File: config.mk
export PLATFORM = sky130hd
export DESIGN_NAME = mil_intc
export DESIGN_NICKNAME = d
export VERILOG_FILES = /design/src/hdl/mil_pkg.sv /design/src/hdl/mil_intc.sv
export SDC_FILE = /design/constraint.sdc
export NUM_CORES = 1
export LEC_CHECK = 0
export BUFFER_PORTS_ARGS = -buffer_cell sky130_fd_sc_hd__buf_2
export CORE_MARGIN = 10
export CORE_UTILIZATION = 40
export CTS_BUF_LIST = sky130_fd_sc_hd__clkbuf_8
export CTS_CLUSTER_DIAMETER = 80
export DETAILED_ROUTE_END_ITERATION = 10
export GPL_TIMING_DRIVEN = 0
export PLACE_DENSITY_LB_ADDON = 0.3
export SLEW_MARGIN = 40
export SYNTH_ARGS = -nofsm -noshare
export SYNTH_HDL_FRONTEND = slang
export SYNTH_SLANG_ARGS = --single-unit
File: constraint.sdc
create_clock -name clk_in -period 43.2 [get_ports clk_in]
set_input_delay 12.96 -clock clk_in [delete_from_list [all_inputs] [get_ports clk_in]]
set_output_delay 12.96 -clock clk_in [all_outputs]
set_load 0.03 [all_outputs]
File: src/hdl/mil_pkg.sv
// Constants shared by the interrupt latch and priority controller
`default_nettype none
package mil_pkg;
  // ==========================================================
  // Source counts and layout
  localparam int          NUM_SOURCES   = 25;         // Sources besides reset
  localparam int          LATCH_BITS    = 26;         // Latch positions 0..25
  localparam int          FIRST_MASK    = 4;          // First maskable index
  localparam int          LAST_MASK     = 25;         // Last maskable index
  localparam int          NUM_MASK      = 22;         // Maskable source count
  localparam int          LEVEL_W       = 2;          // Priority level width
  localparam int          WDT_BIT       = 3;          // Watchdog latch index
  localparam int          STACK_DEPTH   = 8;          // Stacked master flags
  // ==========================================================
  // Special function register addresses
  localparam logic [15:0] ADDR_LAT_LOW  = 16'h0fe0;   // request_latch_low
  localparam logic [15:0] ADDR_LAT_HIGH = 16'h0fe1;   // request_latch_high
  localparam logic [15:0] ADDR_LAT_EXT  = 16'h0fe2;   // request_latch_ext
  localparam logic [15:0] ADDR_LAT_TOP  = 16'h0fe3;   // request_latch_top
  localparam logic [15:0] ADDR_ACC_LOW  = 16'h003a;   // accept_reg_low
  localparam logic [15:0] ADDR_ACC_HIGH = 16'h003b;   // accept_reg_high
  localparam logic [15:0] ADDR_ACC_EXT  = 16'h003c;   // accept_reg_ext
  localparam logic [15:0] ADDR_ACC_TOP  = 16'h003d;   // accept_reg_top
  // ==========================================================
  // Field positions and masks
  localparam int          IMF_BIT       = 0;          // Master flag in accept_reg_low
  localparam logic [7:0]  LOW_LAT_MASK  = 8'hf0;      // Clearable bits, low latch
  localparam logic [7:0]  LOW_ACC_MASK  = 8'hf1;      // Writable bits, accept low
  localparam logic [7:0]  TOP_MASK      = 8'h03;      // Implemented bits, top byte
  // ==========================================================
  // Reset values
  localparam logic [25:0] LAT_RESET     = 26'h000_0000; // All latches clear
  localparam logic [25:0] EF_RESET      = 26'h000_0000; // All sources masked
  localparam logic        IMF_RESET     = 1'b0;          // Master flag clear
  localparam logic [7:0]  STACK_RESET   = 8'h00;         // Empty flag stack
  // ==========================================================
  // Vector addresses
  localparam logic [15:0] VEC_RESET     = 16'hfffe;   // Reset vector
  localparam logic [7:0]  VEC_TRAP_LO   = 8'hfc;      // Shared trap vector
  localparam logic [7:0]  VEC_WDT_LO    = 8'hf8;      // Watchdog vector
  localparam logic [7:0]  VEC_MASK_LO   = 8'hf6;      // First maskable vector
  localparam logic [7:0]  VEC_TOP_HI    = 8'hff;      // Page in top of ROM
  localparam logic [7:0]  VEC_LOW_HI    = 8'h01;      // Relocated page
  localparam logic [15:0] OPT_CODE_LO   = 16'hfffa;   // Option byte pair, never a vector
  // ==========================================================
  // Fixed basic priorities
  localparam int          PRIO_RESET    = 1;
  localparam int          PRIO_NMI      = 2;
  localparam int          PRIO_MASK0    = 5;          // Ranks 5..26
  // ==========================================================
  // Kind of the request offered to the core
  typedef enum logic [1:0] {
    MIL_NONE,
    MIL_TRAP,
    MIL_WDT,
    MIL_MASK
  } mil_kind_e;
endpackage : mil_pkg
`default_nettype wire

File: src/hdl/mil_intc.sv
// Interrupt request latches, masking, priority and vector generation
//
// Contract
// - 25 sources, three non-maskable, rest maskable
// - Request sets latch, latch asks CPU
// - Maskable needs master and own flag
// - Pending maskables ordered by level, basic priority
// - Higher priority may nest inside service
// - Basic priorities: reset 1, NMI 2, 5..26
// - No order among NMIs (code offers traps before watchdog); traps share vector
// - Vector table top or relocated 0x01xx
// - Serial PROM option bytes never vectors
// - Latch per source except both traps
// - Latch cleared on accept and reset
// - Latches at 0x0FE0..0x0FE3, write zero clears
// - Watchdog and bit-two latch not clearable
// - Writing one never sets a latch
// - Latch reads show pending requests
// - Accept stacks and clears master flag
// - Master flag bit 0 at 0x003A, reset zero
// - Source accept flags reset to zero
// - Low latch bits 0..2 read zero
`default_nettype none
module mil_intc (
  input  wire logic        clk_in,          // System clock, 100 MHz
  input  wire logic        nrst_in,         // Asynchronous reset, active low
  input  wire logic [15:0] addr_in,         // Register address
  input  wire logic        wr_in,           // Register write strobe
  input  wire logic        rd_in,           // Register read strobe
  input  wire logic [7:0]  wdata_in,        // Register write data
  output logic      [7:0]  rdata_out,       // Register read data
  input  wire logic [25:3] src_req_in,      // Request pulses, watchdog and maskables
  input  wire logic        sw_trap_in,      // software_trap held until taken
  input  wire logic        bad_op_trap_in,  // bad_opcode_trap held until taken
  input  wire logic [43:0] level_in,        // Two-bit level per maskable source
  input  wire logic        vector_relocate_sel_in, // Relocate vectors to 0x01xx
  input  wire logic        accept_in,       // Core takes the offered request
  input  wire logic        return_in,       // Return instruction restores flag
  output logic             irq_out,         // Request offered to core
  output logic      [15:0] vector_out,      // Vector of offered request
  output logic      [1:0]  kind_out,        // Kind of offered request
  output logic             master_accept_flag_out // Current master flag
);
  // ==========================================================
  // State
  typedef struct packed {
    logic [25:0]         lat;     // Request latches
    logic [25:0]         ef;      // Source accept flags
    logic                master_accept_flag;     // Master accept flag
    logic [7:0]          stk;     // Stacked master flags, bit 0 newest
    logic [7:0]          rdata;   // Read data register
    logic                irq;     // Offered request
    logic [15:0]         vector;  // Offered vector
    mil_pkg::mil_kind_e  kind;    // Offered kind
    logic [4:0]          idx;     // Offered latch index
  } mil_state_s;

  mil_state_s st;       // Registered state
  mil_state_s next_st;  // Next state

  // ==========================================================
  // Functions
  // Pick pending maskable with highest level, lowest index on tie
  function automatic logic [5:0] mil_pick(input logic [25:0] pend,
                                          input logic [43:0] lvl);
    logic       found;
    logic [4:0] best_idx;
    logic [1:0] best_lvl;
    found    = 1'b0;
    best_idx = 5'h00;
    best_lvl = 2'h0;
    for (int i = mil_pkg::FIRST_MASK; i <= mil_pkg::LAST_MASK; i++) begin
      // Strictly greater keeps the lower index on a tie
      if (pend[i] && (!found || lvl[2*(i-mil_pkg::FIRST_MASK) +: 2] > best_lvl)) begin
        found    = 1'b1;
        best_idx = 5'(i);
        best_lvl = lvl[2*(i-mil_pkg::FIRST_MASK) +: 2];
      end
    end
    return {found, best_idx};
  endfunction : mil_pick

  // Vector of a request; never yields the option byte pair
  function automatic logic [15:0] mil_vec(input mil_pkg::mil_kind_e k,
                                          input logic [4:0] idx,
                                          input logic reloc);
    logic [7:0] hi;
    logic [7:0] lo;
    hi = reloc ? mil_pkg::VEC_LOW_HI : mil_pkg::VEC_TOP_HI;
    lo = mil_pkg::VEC_MASK_LO - 8'({idx - 5'(mil_pkg::FIRST_MASK), 1'b0});
    case (k)
      mil_pkg::MIL_TRAP: return {hi, mil_pkg::VEC_TRAP_LO};
      mil_pkg::MIL_WDT:  return {hi, mil_pkg::VEC_WDT_LO};
      mil_pkg::MIL_MASK: return {hi, lo};
      default:           return mil_pkg::VEC_RESET;
    endcase
  endfunction : mil_vec

  // ==========================================================
  // Combinational next state
  always_comb begin
    logic [25:0] set_mask;   // Requests arriving this cycle
    logic [25:0] clr_mask;   // Bits cleared by software or acceptance
    logic [25:0] pend;       // Enabled maskable pending requests
    logic [5:0]  pick;       // Arbitration result
    mil_pkg::mil_kind_e k;   // Kind chosen this cycle
    set_mask = {src_req_in, 3'b000};
    clr_mask = 26'h000_0000;
    pend     = 26'h000_0000;
    pick     = 6'h00;
    k        = mil_pkg::MIL_NONE;
    next_st  = st;

    // Software clears: a zero bit clears, a one leaves the latch alone
    if (wr_in) begin
      case (addr_in)
        mil_pkg::ADDR_LAT_LOW:  clr_mask[7:0]   = ~wdata_in & mil_pkg::LOW_LAT_MASK;
        mil_pkg::ADDR_LAT_HIGH: clr_mask[15:8]  = ~wdata_in;
        mil_pkg::ADDR_LAT_EXT:  clr_mask[23:16] = ~wdata_in;
        mil_pkg::ADDR_LAT_TOP:  clr_mask[25:24] = ~wdata_in[1:0];
        mil_pkg::ADDR_ACC_LOW: begin
          next_st.ef[7:4] = wdata_in[7:4];
          next_st.master_accept_flag     = wdata_in[mil_pkg::IMF_BIT];
        end
        mil_pkg::ADDR_ACC_HIGH: next_st.ef[15:8]  = wdata_in;
        mil_pkg::ADDR_ACC_EXT:  next_st.ef[23:16] = wdata_in;
        mil_pkg::ADDR_ACC_TOP:  next_st.ef[25:24] = wdata_in[1:0];
        default: ;                                          // Unmapped writes ignored
      endcase
    end

    // Acceptance of the offered request
    if (accept_in && st.irq) begin
      next_st.stk = {st.stk[6:0], st.master_accept_flag};
      next_st.master_accept_flag = 1'b0;
      if (st.kind == mil_pkg::MIL_WDT || st.kind == mil_pkg::MIL_MASK) begin
        clr_mask[st.idx] = 1'b1;
      end
    end else if (return_in) begin
      // Return pops the stacked master flag
      next_st.master_accept_flag = st.stk[0];
      next_st.stk = {1'b0, st.stk[7:1]};
    end

    // New requests win over any clear in the same cycle
    next_st.lat = (st.lat & ~clr_mask) | set_mask;

    // Arbitration: traps, then watchdog, then maskable
    pend = st.lat & st.ef & {26{st.master_accept_flag}};
    pick = mil_pick(pend, level_in);
    if (sw_trap_in || bad_op_trap_in) begin
      k = mil_pkg::MIL_TRAP;
    end else if (st.lat[mil_pkg::WDT_BIT]) begin
      k = mil_pkg::MIL_WDT;
    end else if (pick[5]) begin
      k = mil_pkg::MIL_MASK;
    end else begin
      k = mil_pkg::MIL_NONE;
    end
    // Hold off a fresh offer in the accept cycle so it is not taken twice
    if (accept_in && st.irq) begin
      k = mil_pkg::MIL_NONE;
    end
    next_st.kind   = k;
    next_st.irq    = (k != mil_pkg::MIL_NONE);
    next_st.idx    = (k == mil_pkg::MIL_WDT) ? 5'(mil_pkg::WDT_BIT) : pick[4:0];
    next_st.vector = mil_vec(k, next_st.idx, vector_relocate_sel_in);

    // Read data; unused bits read zero
    if (rd_in) begin
      case (addr_in)
        mil_pkg::ADDR_LAT_LOW:  next_st.rdata = st.lat[7:0] & 8'hf8;
        mil_pkg::ADDR_LAT_HIGH: next_st.rdata = st.lat[15:8];
        mil_pkg::ADDR_LAT_EXT:  next_st.rdata = st.lat[23:16];
        mil_pkg::ADDR_LAT_TOP:  next_st.rdata = {6'h00, st.lat[25:24]};
        mil_pkg::ADDR_ACC_LOW:  next_st.rdata = {st.ef[7:4], 3'b000, st.master_accept_flag};
        mil_pkg::ADDR_ACC_HIGH: next_st.rdata = st.ef[15:8];
        mil_pkg::ADDR_ACC_EXT:  next_st.rdata = st.ef[23:16];
        mil_pkg::ADDR_ACC_TOP:  next_st.rdata = {6'h00, st.ef[25:24]};
        default:                next_st.rdata = 8'h00;                 // Unmapped reads zero
      endcase
    end
    // Positions without a source never hold a request
    next_st.lat[2:0] = 3'b000;
    next_st.ef[3:0]  = 4'h0;
  end

  // ==========================================================
  // State register
  always_ff @(posedge clk_in or negedge nrst_in) begin
    if (!nrst_in) begin
      st.lat    <= mil_pkg::LAT_RESET;
      st.ef     <= mil_pkg::EF_RESET;
      st.master_accept_flag    <= mil_pkg::IMF_RESET;
      st.stk    <= mil_pkg::STACK_RESET;
      st.rdata  <= 8'h00;
      st.irq    <= 1'b0;
      st.vector <= mil_pkg::VEC_RESET;
      st.kind   <= mil_pkg::MIL_NONE;
      st.idx    <= 5'h00;
    end else begin
      st <= next_st;
    end
  end

  // ==========================================================
  // Outputs
  assign rdata_out              = st.rdata;
  assign irq_out                = st.irq;
  assign vector_out             = st.vector;
  assign kind_out               = st.kind;
  assign master_accept_flag_out = st.master_accept_flag;
endmodule : mil_intc
`default_nettype wire

; Word level (Yosys, flattened, before mapping)
; Cells that the tools add are included.
[totals]
reg_bits = 86
out_inout_bits = 28
word_cells = 220
[classes]
addsub = 2
n_lt_le_gt_ge = 23
eq_ne = 13
n_mux = 86
bitwise_logic = 8
n_reduce_logical = 76
[op_table]
columns = op, count
row1 = $mux 5, 22
row2 = $and 26x26->26, 3
row3 = $mux 26, 3
row4 = $eq 16x12->1 const B, 4
row5 = $eq 16x6->1 const B, 4
row6 = $pmux 8 s8, 1
row7 = $mux 2, 26
row8 = $or 26x26->26, 2
row9 = $pmux 16 s3, 1
row10 = $gt 2x2->1, 21
row11 = $mux 8, 4
row12 = $not 26->26, 1
row13 = $mux 1, 25
row14 = $logic_and 1x1->1, 23
row15 = $logic_or 1x1->1, 23
row16 = $logic_not 1->1, 21
row17 = $mux 9, 2
row18 = $reduce_and 2->1, 5
row19 = $eq 2x2->1 const B, 4
row20 = $not 8->8, 1
row21 = $sub 5x7->8 const A, 1
row22 = $lt 5x6->1 const B, 1
row23 = $reduce_bool 3->1, 2
row24 = $demux 1 s5, 1
row25 = other kinds (6), 7

; Logic depth before layout (Yosys ltp)
; Gate-level depths: netlist of the first run.
[logic_depth]
word_depth = 96
ltp_mapped = 150

; Worst setup path after synthesis of the first run
; OpenSTA, ideal clock, no wires.
[synth_path]
kind = input -> register
start = input port level_in[1]
end = register st, in the netlist vector_out[4]
setup_time_ns = 0.095
t_arrival_ns = 37.735
t_required_ns = 43.105
setup_slack_ns = 5.370
cell_stages = 141
cell_sequence = nand2_1 -> ha_1 -> nor2b_1 -> o21ai_1 -> a211oi_1 -> a22oi_1 -> ha_1 -> nor2b_1 -> a2bb2oi_1 -> o2111a_1 -> a221oi_1 -> o21bai_1 -> ha_1 -> nor2b_1 -> a2bb2oi_1 -> o2111a_1 -> o21bai_1 -> nor2_1 -> [... 105 more ...] -> a211oi_2 -> inv_1 -> a31o_1 -> ha_1 -> nor2b_1 -> o21ai_0 -> nand2_1 -> nand4_1 -> mux2_2 -> ha_1 -> a21oi_1 -> a21oi_1 -> o2111ai_1 -> and2_1 -> o311ai_2 -> ha_1 -> xnor2_1 -> nand2_1
[synth_lines]
columns = item, line
row1 = "start, declared", mil_intc.sv:35  ; input wire logic [43:0] level_in,
row2 = "end signal, assigned", mil_intc.sv:202  ; st <= next_st;
row3 = "end, declared", mil_intc.sv:58  ; mil_state_s st;

==> results of run 1 <==
==> power groups by stage <==
stage / logic (mW) / clock network (mW) / registers, mW
6_report: 0.0188 / 0.0560 / 0.0729
3_5_place_dp: 0.0188 / 0 / 0.0743
3_3_place_gp: 0.0182 / 0 / 0.0743
2_1_floorplan: 0.00872 / 0 / 0.0744
4_1_cts: 0.0189 / 0.0565 / 0.0729
5_1_grt: 0.0209 / 0.0597 / 0.0731
==> per-layer routing <==
layer	vias up	share of wire, %
li1	2898	-
met1	2861	44
met2	208	48
met3	21	6.8
met4	0	1.2
met5	-	0
==> layout by cell type (no fill, tap or decap), types with 5 or more instances in the layout <==
| cell type | count |
|---|---|
| a31oi_1 | 9 |
| mux2i_1 | 11 |
| buf_2 | 120 |
| dfrtp_1 | 70 |
| a221oi_1 | 8 |
| a21oi_1 | 31 |
| ha_1 | 29 |
| mux2_2 | 24 |
| and2_1 | 9 |
| or3_1 | 5 |
| buf_4 | 26 |
| inv_1 | 42 |
| a221o_1 | 5 |
| nor3_1 | 10 |
| clkbuf_1 | 14 |
| nand3_1 | 19 |
| a21o_1 | 5 |
| o211ai_1 | 5 |
| o21ai_0 | 43 |
| nor2_1 | 65 |
| and3_1 | 13 |
| nand2_1 | 81 |
| a22oi_1 | 8 |
| o21a_1 | 5 |
| nand2b_1 | 5 |
| nor2b_1 | 16 |
| or2_2 | 17 |
| dfstp_2 | 7 |
| clkbuf_8 | 9 |
| o21bai_1 | 13 |
| a22o_1 | 9 |
| o22ai_1 | 10 |
| o31ai_1 | 6 |
| nand4_1 | 15 |
==> layout make-up <==
type / instances / area (um2)
Buffer: 43 / 268
Timing Repair Buffer: 122 / 639
Multi-Input combinational cell: 559 / 3750
Inverter: 42 / 158
Fill cell: 1506 / 7850
Tap cell: 188 / 235
Clock buffer: 9 / 124
Clock inverter: 7 / 75.1
Sequential cell: 77 / 1940
==> registers in the layout (all words and copies together) (netlist names) <==
| signal | flops |
|---|---|
| rdata_out | 8 |
| vector_out | 7 |
| irq_out | 1 |
| kind_out | 2 |
| master_accept_flag_out | 1 |
| st | 58 |
==> cells by family (layout without fill, tap and decap cells) <==
group / count (synthesis) / in the layout
buf+inv: 85 / 223
simple gates: 279 / 279
other cells: 2 / 3
mux: 36 / 36
flops: 77 / 77
compound gates: 209 / 209
xor+xnor: 3 / 3
fa+ha+maj: 29 / 29
==> worst paths after layout <==
| check | from | endpoint | slack (ns) | cells after the start |
|---|---|---|---|---|
| hold / removal | st[35]$_DFFE_PN0P_ | st[36]$_DFFE_PN0P_ | 0.52 | 2 |
| max in group asynchronous | nrst_in | st[50]$_DFFE_PN0P_ | 30.20 | 2 |
| setup reg to reg | master_accept_flag_out$_DFFE_PN0P_ | vector_out[4]$_DFF_PN1_ | 14.35 | 144 |
| setup / recovery | level_in[1] | vector_out[4]$_DFF_PN1_ | 2.38 | 144 |
| min in group asynchronous | nrst_in | st[33]$_DFFE_PN0P_ | 12.48 | 1 |
| hold reg to reg | st[35]$_DFFE_PN0P_ | st[36]$_DFFE_PN0P_ | 0.52 | 2 |
==> tightest hold or removal path, stage by stage, from the launching register on <==
cell,delay (ns)
dfrtp_1,0.37
nand2_1,0.05
o21ai_0,0.07
==> stage by stage <==
| stage | setup WS, ns | instances |
|---|---|---|
| 2_1_floorplan | 5.37 | 721 |
| 3_3_place_gp | 2.00 | 1029 |
| 3_5_place_dp | 1.90 | 1030 |
| 4_1_cts | 2.19 | 1046 |
| 5_1_grt | -0.0222 | 1047 |
| 6_report | 2.38 | 1047 |
==> metrics.txt, run 1 <==
outcome=finished clean; Global Route met1 Usage=between 20 and 25%; Core ar.=~15000 um2; DRC marker count from the first detailed-route iteration=428; most used flip-flop cell after synthesis=dfrtp_1; max incr delay on CP=about 0.5 ns; number of max-slew violations in the final report=0; YS warnings=0; kind of critical path=input pin to flop; maximum level of the CTS H-tree=3; number of standard cells after synthesis=720; Int Power=0.107 mW; Synth Area in Compound Gates=25.4%; sequential cell area fraction in the yosys report=31.8%; CP max FO=7; top cells by instance count after synthesis=nand2_1, dfrtp_1, nor2_1, o21ai_0, inv_1; part of the cycle the worst path needs=94.5%; xor and xnor fraction of the mapped netlist area=less than 1%; register share of total power=between 40% and 50%; die area=between 20000 and 25000 um2; Worst Hold Class=flop to flop; DR DRC count=0; share of Yosys cell area claimed by the top area cell type=between 20 and 30%; Largest delay share family, worst path=compound AO/OA/AOI/OAI gates; clock tree from TritonCTS=yes; Max Fclk=24.5 MHz; Worst path slowest cell=a211oi_2; Max-Cap Viols=0; met2 track utilization from global routing=31.4%; global-route total usage across every layer=18.7%; final hold violations=0; main combinational cell family by area after synthesis=compound AO/OA/AOI/OAI gates; met3 track demand over resource in global routing=under 10%; Final Core Density=47.8%; synthesized-area fraction occupied by adder cells=between 5 and 6%; ranking of synthesized cells by area=dfrtp_1, ha_1, nand2_1; initial antenna violation count=0; Critical Path Sink Type=flop; final period demand of the worst path=40.82 ns; Clock Skews=just under 0.007 ns; Worst Hold Slack=0.519 ns; count of pins on the block boundary=~130; number of buffers created by CTS=9; # clock sinks=77; Crit path required time=43.46 ns; mean instance size in the synthesized netlist=8.45 um2; area leader, netlist=dfrtp_1; placer congestion estimate=0.950; std cell rows=between 40 and 50; count of flip-flops with a built-in enable after synthesis=0; first-pass GRT wire length=30.9 mm; Post-Route WL=approximately 19 mm; number of gates given a new drive strength after cts=0; crit path buf inv count=5; clock latency reported for the late side of the worst-skew pair=between 0.3 and 0.4 ns; via total after detailed routing=5988; antenna fix cells=0; Clock Tree Root=clkbuf_8; final setup violation count=0; clock slew seen by the registers of the worst setup and hold paths=0.08 ns; Sum Neg Setup Slack=0 ns; actual slew at the worst max-slew pin=0.837 ns; power density over cell area=20.6 nW/um2; number of buffers inserted for hold repair after clock tree synthesis=0; final instance area=7190 um2; fraction of layout cells with a size suffix above 1=27.7%; area of the mapped netlist=6080 um2; GRT busiest layer=met2; Die H=143 um; remaining global-route overflow=0; P&R area growth vs syn=18.1%; first drt pass iteration count=5; worst slew margin relative to its limit=between 40% and 50%; post-CTS setup buffer count=0; crit path launch type=input pin; average wire per standard cell=18.6 um; #FFs+latches synth=77; dominant cell by count in the synthesized netlist=nand2_1; Synth Area in Simple Gates=22.7%; number of unique standard cell types used by synthesis=81; LEAKAGE=roughly 3.3 nW; maximum number of pins on one net before global-route repair=46; VDD IR max=~0.000018 V; Port-buffer cells=120; vias in the first global route=6014; Post-Place Cell Area=6970 um2; final total power=0.148 mW; fraction of power spent switching nets=approximately 27%; Top cell by count, worst path=ha_1; proportion of synthesized area in mux cells=6.62%; proportion of synthesized flip-flops having asynchronous set or reset=100%; final net count=983; average via count per standard cell=between 5 and 6; post-DP HPWL=approximately 16 mm; fraction of power consumed by combinational cells=about 13%; Clock Power Share=37.9%; reported net switching power=a little over 0.04 mW; critical path arrival=41.09 ns; width of the die=around 140 um; initial cell density of the core=40.5%; count of antenna-violating nets left after detailed routing=0; number of buffers between clock root and the deepest sink=2
No activity file was read; power rests on OpenSTA's default activity.
==> run 2, diff against run 1 <==
CORE_UTILIZATION = 60   (was 40)
CTS_BUF_LIST = default   (was sky130_fd_sc_hd__clkbuf_8)
==> run 2 against run 1 <==
Against the previous run: count of clock-buffer cells in the layout unchanged; via count increased by 4.5%; setup slack got worse by 0.29 ns; first-iteration DRC count increased by 68%; sequential power about the same; critical path depth increased by 1.
==> metrics.txt, run 2 (synthesized netlist as in run 1, its figures left out) <==
outcome=finished clean; number of max-slew violations in the final report=0; initial antenna violation count=0; P&R area growth vs syn=17.6%; register containing the most flip-flops in the final layout=st; crit path buf inv count=5; final net count=983; stages on the worst setup path=around 150; clock slew seen by the registers of the worst setup and hold paths=0.08 ns; antenna fix cells=0; Worst Hold Class=flop to flop; Core ar.=9820 um2; Die H=approximately 120 um; std cell rows=36; first drt pass iteration count=5; DR DRC count=0; critical path arrival=41.38 ns; initial cell density of the core=62.0%; die area=14600 um2; Final Core Density=around 73%; count of antenna-violating nets left after detailed routing=0; maximum level of the CTS H-tree=3; Clock Tree Root=clkbuf_8; Max Fclk=approximately 24 MHz; Sum Neg Setup Slack=0 ns; Worst path slowest cell=or4_4; average via count per standard cell=between 6 and 7; part of the cycle the worst path needs=95.2%; post-DP HPWL=around 16 mm; Worst R2R Path Depth=145; maximum number of pins on one net before global-route repair=50; width of the die=121 um; count of pins on the block boundary=128; most common cell after layout, fill and taps aside=buf_2; Post-Route WL=approximately 20 mm; final period demand of the worst path=about 41 ns; number of buffers between clock root and the deepest sink=2; vias in the first global route=about 6400; worst slew margin relative to its limit=45.1%; LEAKAGE=3.35 nW; first-pass GRT wire length=32.1 mm; fraction of layout cells with a size suffix above 1=between 20% and 30%; post-CTS setup buffer count=0; remaining global-route overflow=0; Min-Delay Path Depth=2; DRC marker count from the first detailed-route iteration=about 720; number of flip-flops in the largest register=58; max incr delay on CP=0.59 ns; final hold violations=0; average wire per standard cell=20.3 um; # clock sinks=77; number of buffers inserted for hold repair after clock tree synthesis=0; clock latency reported for the late side of the worst-skew pair=0.36 ns; leading cell types in the layout, fill and taps excluded=buf_2, nand2_1, dfrtp_1; clock tree from TritonCTS=yes; VDD IR max=0.0000237 V; unrepaired setup endpoints after global routing=false; kind of critical path=input pin to flop; Largest delay share family, worst path=compound AO/OA/AOI/OAI gates; power density over cell area=21.4 nW/um2; global-route total usage across every layer=27.2%; placer congestion estimate=0.947; CP max FO=6; actual slew at the worst max-slew pin=0.821 ns; Port-buffer cells=120; Crit path required time=43.47 ns; Max-Cap Viols=0; final setup violation count=0; number of buffers created by CTS=9; via total after detailed routing=6260; Clock Skews=0.0117 ns; crit path launch type=input pin; Critical Path Sink Type=flop
[run 2: cell count changes in the layout (fill, tap and decap cells not counted)]
cell and delta:
o22ai_1 -1, inv_1 -1, clkinv_2 +2, o22ai_2 +1, a211oi_4 +1, bufinv_16 +1, clkinvlp_4 -2, a211oi_2 -1
[run 2: area by class of cell]
class | count | area (um2)
repair buffers | 122 | 639
multi-input cells | 559 | 3770
well taps | 133 | 166
fillers | 784 | 2670
flip-flops and latches | 77 | 1940
clock buffers | 9 | 124
plain buffers | 43 | 268
inverters | 42 | 158
clock inverters | 7 | 96.3
[run 2: timing repair]
action,CTS,global route
resized for setup,0,4
setup endpoints to repair,0,6
hold endpoints to repair,0,0
[run 2: power by group]
part	switching, mW	internal, mW
sequential	0.000439	0.0726
clock	0.0280	0.0328
combinational	0.0114	0.00764
total	0.0398	0.113
[run 2: final timing paths]
check,start,to,slack (ns)
min in group asynchronous,nrst_in,rdata_out[0]$_DFFE_PN0P_,12.47
hold / removal,st[38]$_DFFE_PN0P_,st[39]$_DFFE_PN0P_,0.50
setup reg to reg,master_accept_flag_out$_DFFE_PN0P_,vector_out[4]$_DFF_PN1_,14.01
hold reg to reg,st[38]$_DFFE_PN0P_,st[39]$_DFFE_PN0P_,0.50
max in group asynchronous,nrst_in,vector_out[4]$_DFF_PN1_,30.16
setup / recovery,level_in[1],vector_out[4]$_DFF_PN1_,2.09
[run 2: metal layers]
metal / up-vias / track usage [%] / share of wire, %
li1: 2911 / - / -
met5: - / 0 / 0
met2: 302 / 47.4 / 50
met3: 54 / 4.98 / 7.7
met1: 2993 / 32.9 / 40
met4: 0 / 9.20 / 2.3
[run 2: through the flow]
| step | worst slack [ns] | total power [mW] | hold slack, ns | instance area, um2 | std cells |
|---|---|---|---|---|---|
| detailed placement | 1.54 | 0.0932 | 0.488 | 6900 | 975 |
| global route | 0.126 | 0.158 | 0.543 | 7150 | 992 |
| CTS | 1.82 | 0.153 | 0.506 | 7120 | 991 |
| finish | 2.09 | 0.153 | 0.503 | 7150 | 992 |
| floorplan | 5.37 | 0.0831 | 0.460 | 6090 | 721 |
| global placement | 2.41 | 0.0919 | 0.474 | 6850 | 974 |
[run 2: tightest hold or removal path, cell delays in order, from the launching register on]
cell and delay, ns:
dfrtp_1 0.37, nand2_1 0.05, nand2_1 0.05
==> run 3, diff against run 2 <==
CORE_UTILIZATION = 51   (was 60)
clock period = 36.6 ns   (was 43.2 ns; I/O delays follow)
==> run 3 against run 2 <==
Against the previous run: wire length up 14%; critical path depth did not move; via count rose by 7.3%; count of clock-buffer cells in the layout grew 3; sequential share of layout area fell by 4.6 points; critical endpoint is now vector_out[6]$_DFF_PN1_.
==> metrics.txt, run 3 (synthesized netlist as in run 1, its figures left out) <==
FF-to-FF End=vector_out[6]$_DFF_PN1_; number of buffers between clock root and the deepest sink=2; Endpoint, Worst Hold=st[33]$_DFFE_PN0P_; power density over cell area=24.1 nW/um2; DRC marker count from the first detailed-route iteration=854; # clock sinks=77; Port-buffer cells=120; Core ar.=around 12000 um2; worst reg2reg setup slack=~10 ns; P&R area growth vs syn=41.5%; initial antenna violation count=0; register share of total power=41.6%; Max-Cap Viols=0; via total after detailed routing=around 6700; final instance area=8610 um2; final net count=1053; post-DP HPWL=16.2 mm; first-pass GRT wire length=between 30 and 40 mm; fraction of layout cells with a size suffix above 1=between 40 and 50%; max incr delay on CP=0.53 ns; vias in the first global route=about 6400; Top cell by count, worst path=ha_4; maximum number of pins on one net before global-route repair=49; kind of critical path=input pin to flop; die area=16700 um2; Post-Place Cell Area=6920 um2; initial cell density of the core=52.6%; number of max-slew violations in the final report=0; register containing the most flip-flops in the final layout=st; number of buffers inserted for hold repair after clock tree synthesis=0; Worst R2R Path Depth=145; Int Power=0.157 mW; Die H=129 um; number of buffers created by CTS=9; std cell rows=39; Worst Hold Class=flop to flop; average wire per standard cell=21.5 um; global-route total usage across every layer=around 24%; final total power=about 0.21 mW; DR DRC count=0; Final Core Density=between 70% and 80%; remaining global-route overflow=0; actual slew at the worst max-slew pin=0.889 ns; final hold violations=0; Crit path required time=36.82 ns; placer congestion estimate=0.969; CP max FO=5; unrepaired setup endpoints after global routing=true; clock latency reported for the late side of the worst-skew pair=0.33 ns; count of pins on the block boundary=~130; r2r startpoint=master_accept_flag_out$_DFFE_PN0P_; VDD IR max=0.0000345 V; part of the cycle the worst path needs=99.2%; Worst path slowest cell=or4_4; count of antenna-violating nets left after detailed routing=0; worst slew margin relative to its limit=about two fifths; clock slew seen by the registers of the worst setup and hold paths=around 0.060 ns; reported net switching power=0.0498 mW; fraction of power spent switching nets=24.1%; maximum level of the CTS H-tree=3; Filler cells=841; Max Fclk=about 28 MHz; Critical Path Sink Type=flop; Post-Route WL=23.0 mm; antenna fix cells=0; Clock Power Share=44.9%; Clock Tree Root=clkbuf_16; number of flip-flops in the largest register=58; width of the die=around 130 um; clock tree from TritonCTS=yes; average via count per standard cell=6.26; most common cell after layout, fill and taps aside=buf_2; leading cell types in the layout, fill and taps excluded=buf_2, buf_4, nand2_1; outcome=finished clean; Min-Delay Path Depth=2; LEAKAGE=3.88 nW; critical path arrival=36.54 ns; final period demand of the worst path=36.32 ns; Hold Startpoint=st[32]$_DFFE_PN0P_; crit path launch type=input pin; first drt pass iteration count=6; fraction of power consumed by combinational cells=13.5%; final setup violation count=0; Clock Skews=0.00421 ns
run 3: final cells by class:
class,count,area (um2),area share (%)
Clock inverter,4,72.6,0.843
Inverter,42,160,1.86
Clock buffer,12,236,2.75
Timing Repair Buffer,192,1190,13.9
Buffer,43,268,3.11
Sequential cell,77,1940,22.5
Multi-Input combinational cell,559,4560,53.0
Tap cell,143,179,2.08
run 3: critical path: cells and delay by family:
kind	cells	cell delay, ns
and+or+nand+nor	52	7.11
muxes	6	1.83
AOI/OAI and AO/OA	57	10.06
adders and majority gates	22	5.68
buffers and inverters	7	0.72
xor gates and xnor gates	1	0.13
run 3: worst max-delay path by stage:
stage	slack [ns]	depth (start not counted)	from	end
6_report	0.28	145	level_in[0]	vector_out[6]$_DFF_PN1_
5_1_grt	-0.59	143	level_in[0]	vector_out[6]$_DFF_PN1_
4_1_cts	0.06	146	level_in[1]	vector_out[6]$_DFF_PN1_
3_5_place_dp	-3.05	145	level_in[1]	vector_out[4]$_DFF_PN1_
3_3_place_gp	-2.26	145	level_in[0]	vector_out[4]$_DFF_PN1_
2_1_floorplan	0.75	141	level_in[1]	vector_out[4]$_DFF_PN1_
run 3: through the flow:
| step | TNS [ns] | hold WS, ns | setup WS [ns] | instances |
|---|---|---|---|---|
| 2_1_floorplan | 0 | 0.460 | 0.750 | 721 |
| 3_3_place_gp | -19.25 | 0.477 | -2.26 | 984 |
| 3_5_place_dp | -27.76 | 0.502 | -3.05 | 985 |
| 4_1_cts | 0 | 0.512 | 0.0640 | 1029 |
| 5_1_grt | -3.07 | 0.534 | -0.591 | 1072 |
| 6_report | 0 | 0.508 | 0.277 | 1072 |
run 3: power by group through the flow:
stage	clock (mW)	sequential, mW	combinational (mW)
after detailed placement	0	0.0877	0.0222
final	0.0929	0.0863	0.0280
after global placement	0	0.0877	0.0209
after CTS	0.0942	0.0862	0.0230
after global routing	0.0980	0.0863	0.0302
after floorplan	0	0.0878	0.0103
run 3: routing by layer:
layer,part of all wire [%],track usage (%),vias up
met2,49,42.7,341
met5,0,0,-
met3,8.3,4.93,62
met1,40,30.1,3256
met4,2.5,6.02,0
li1,-,-,3055
run 3: timing repair:
item,CTS,global route
pin swaps,13,93
setup endpoints to repair,11,11
resized for setup,30,138
setup buffers,28,42
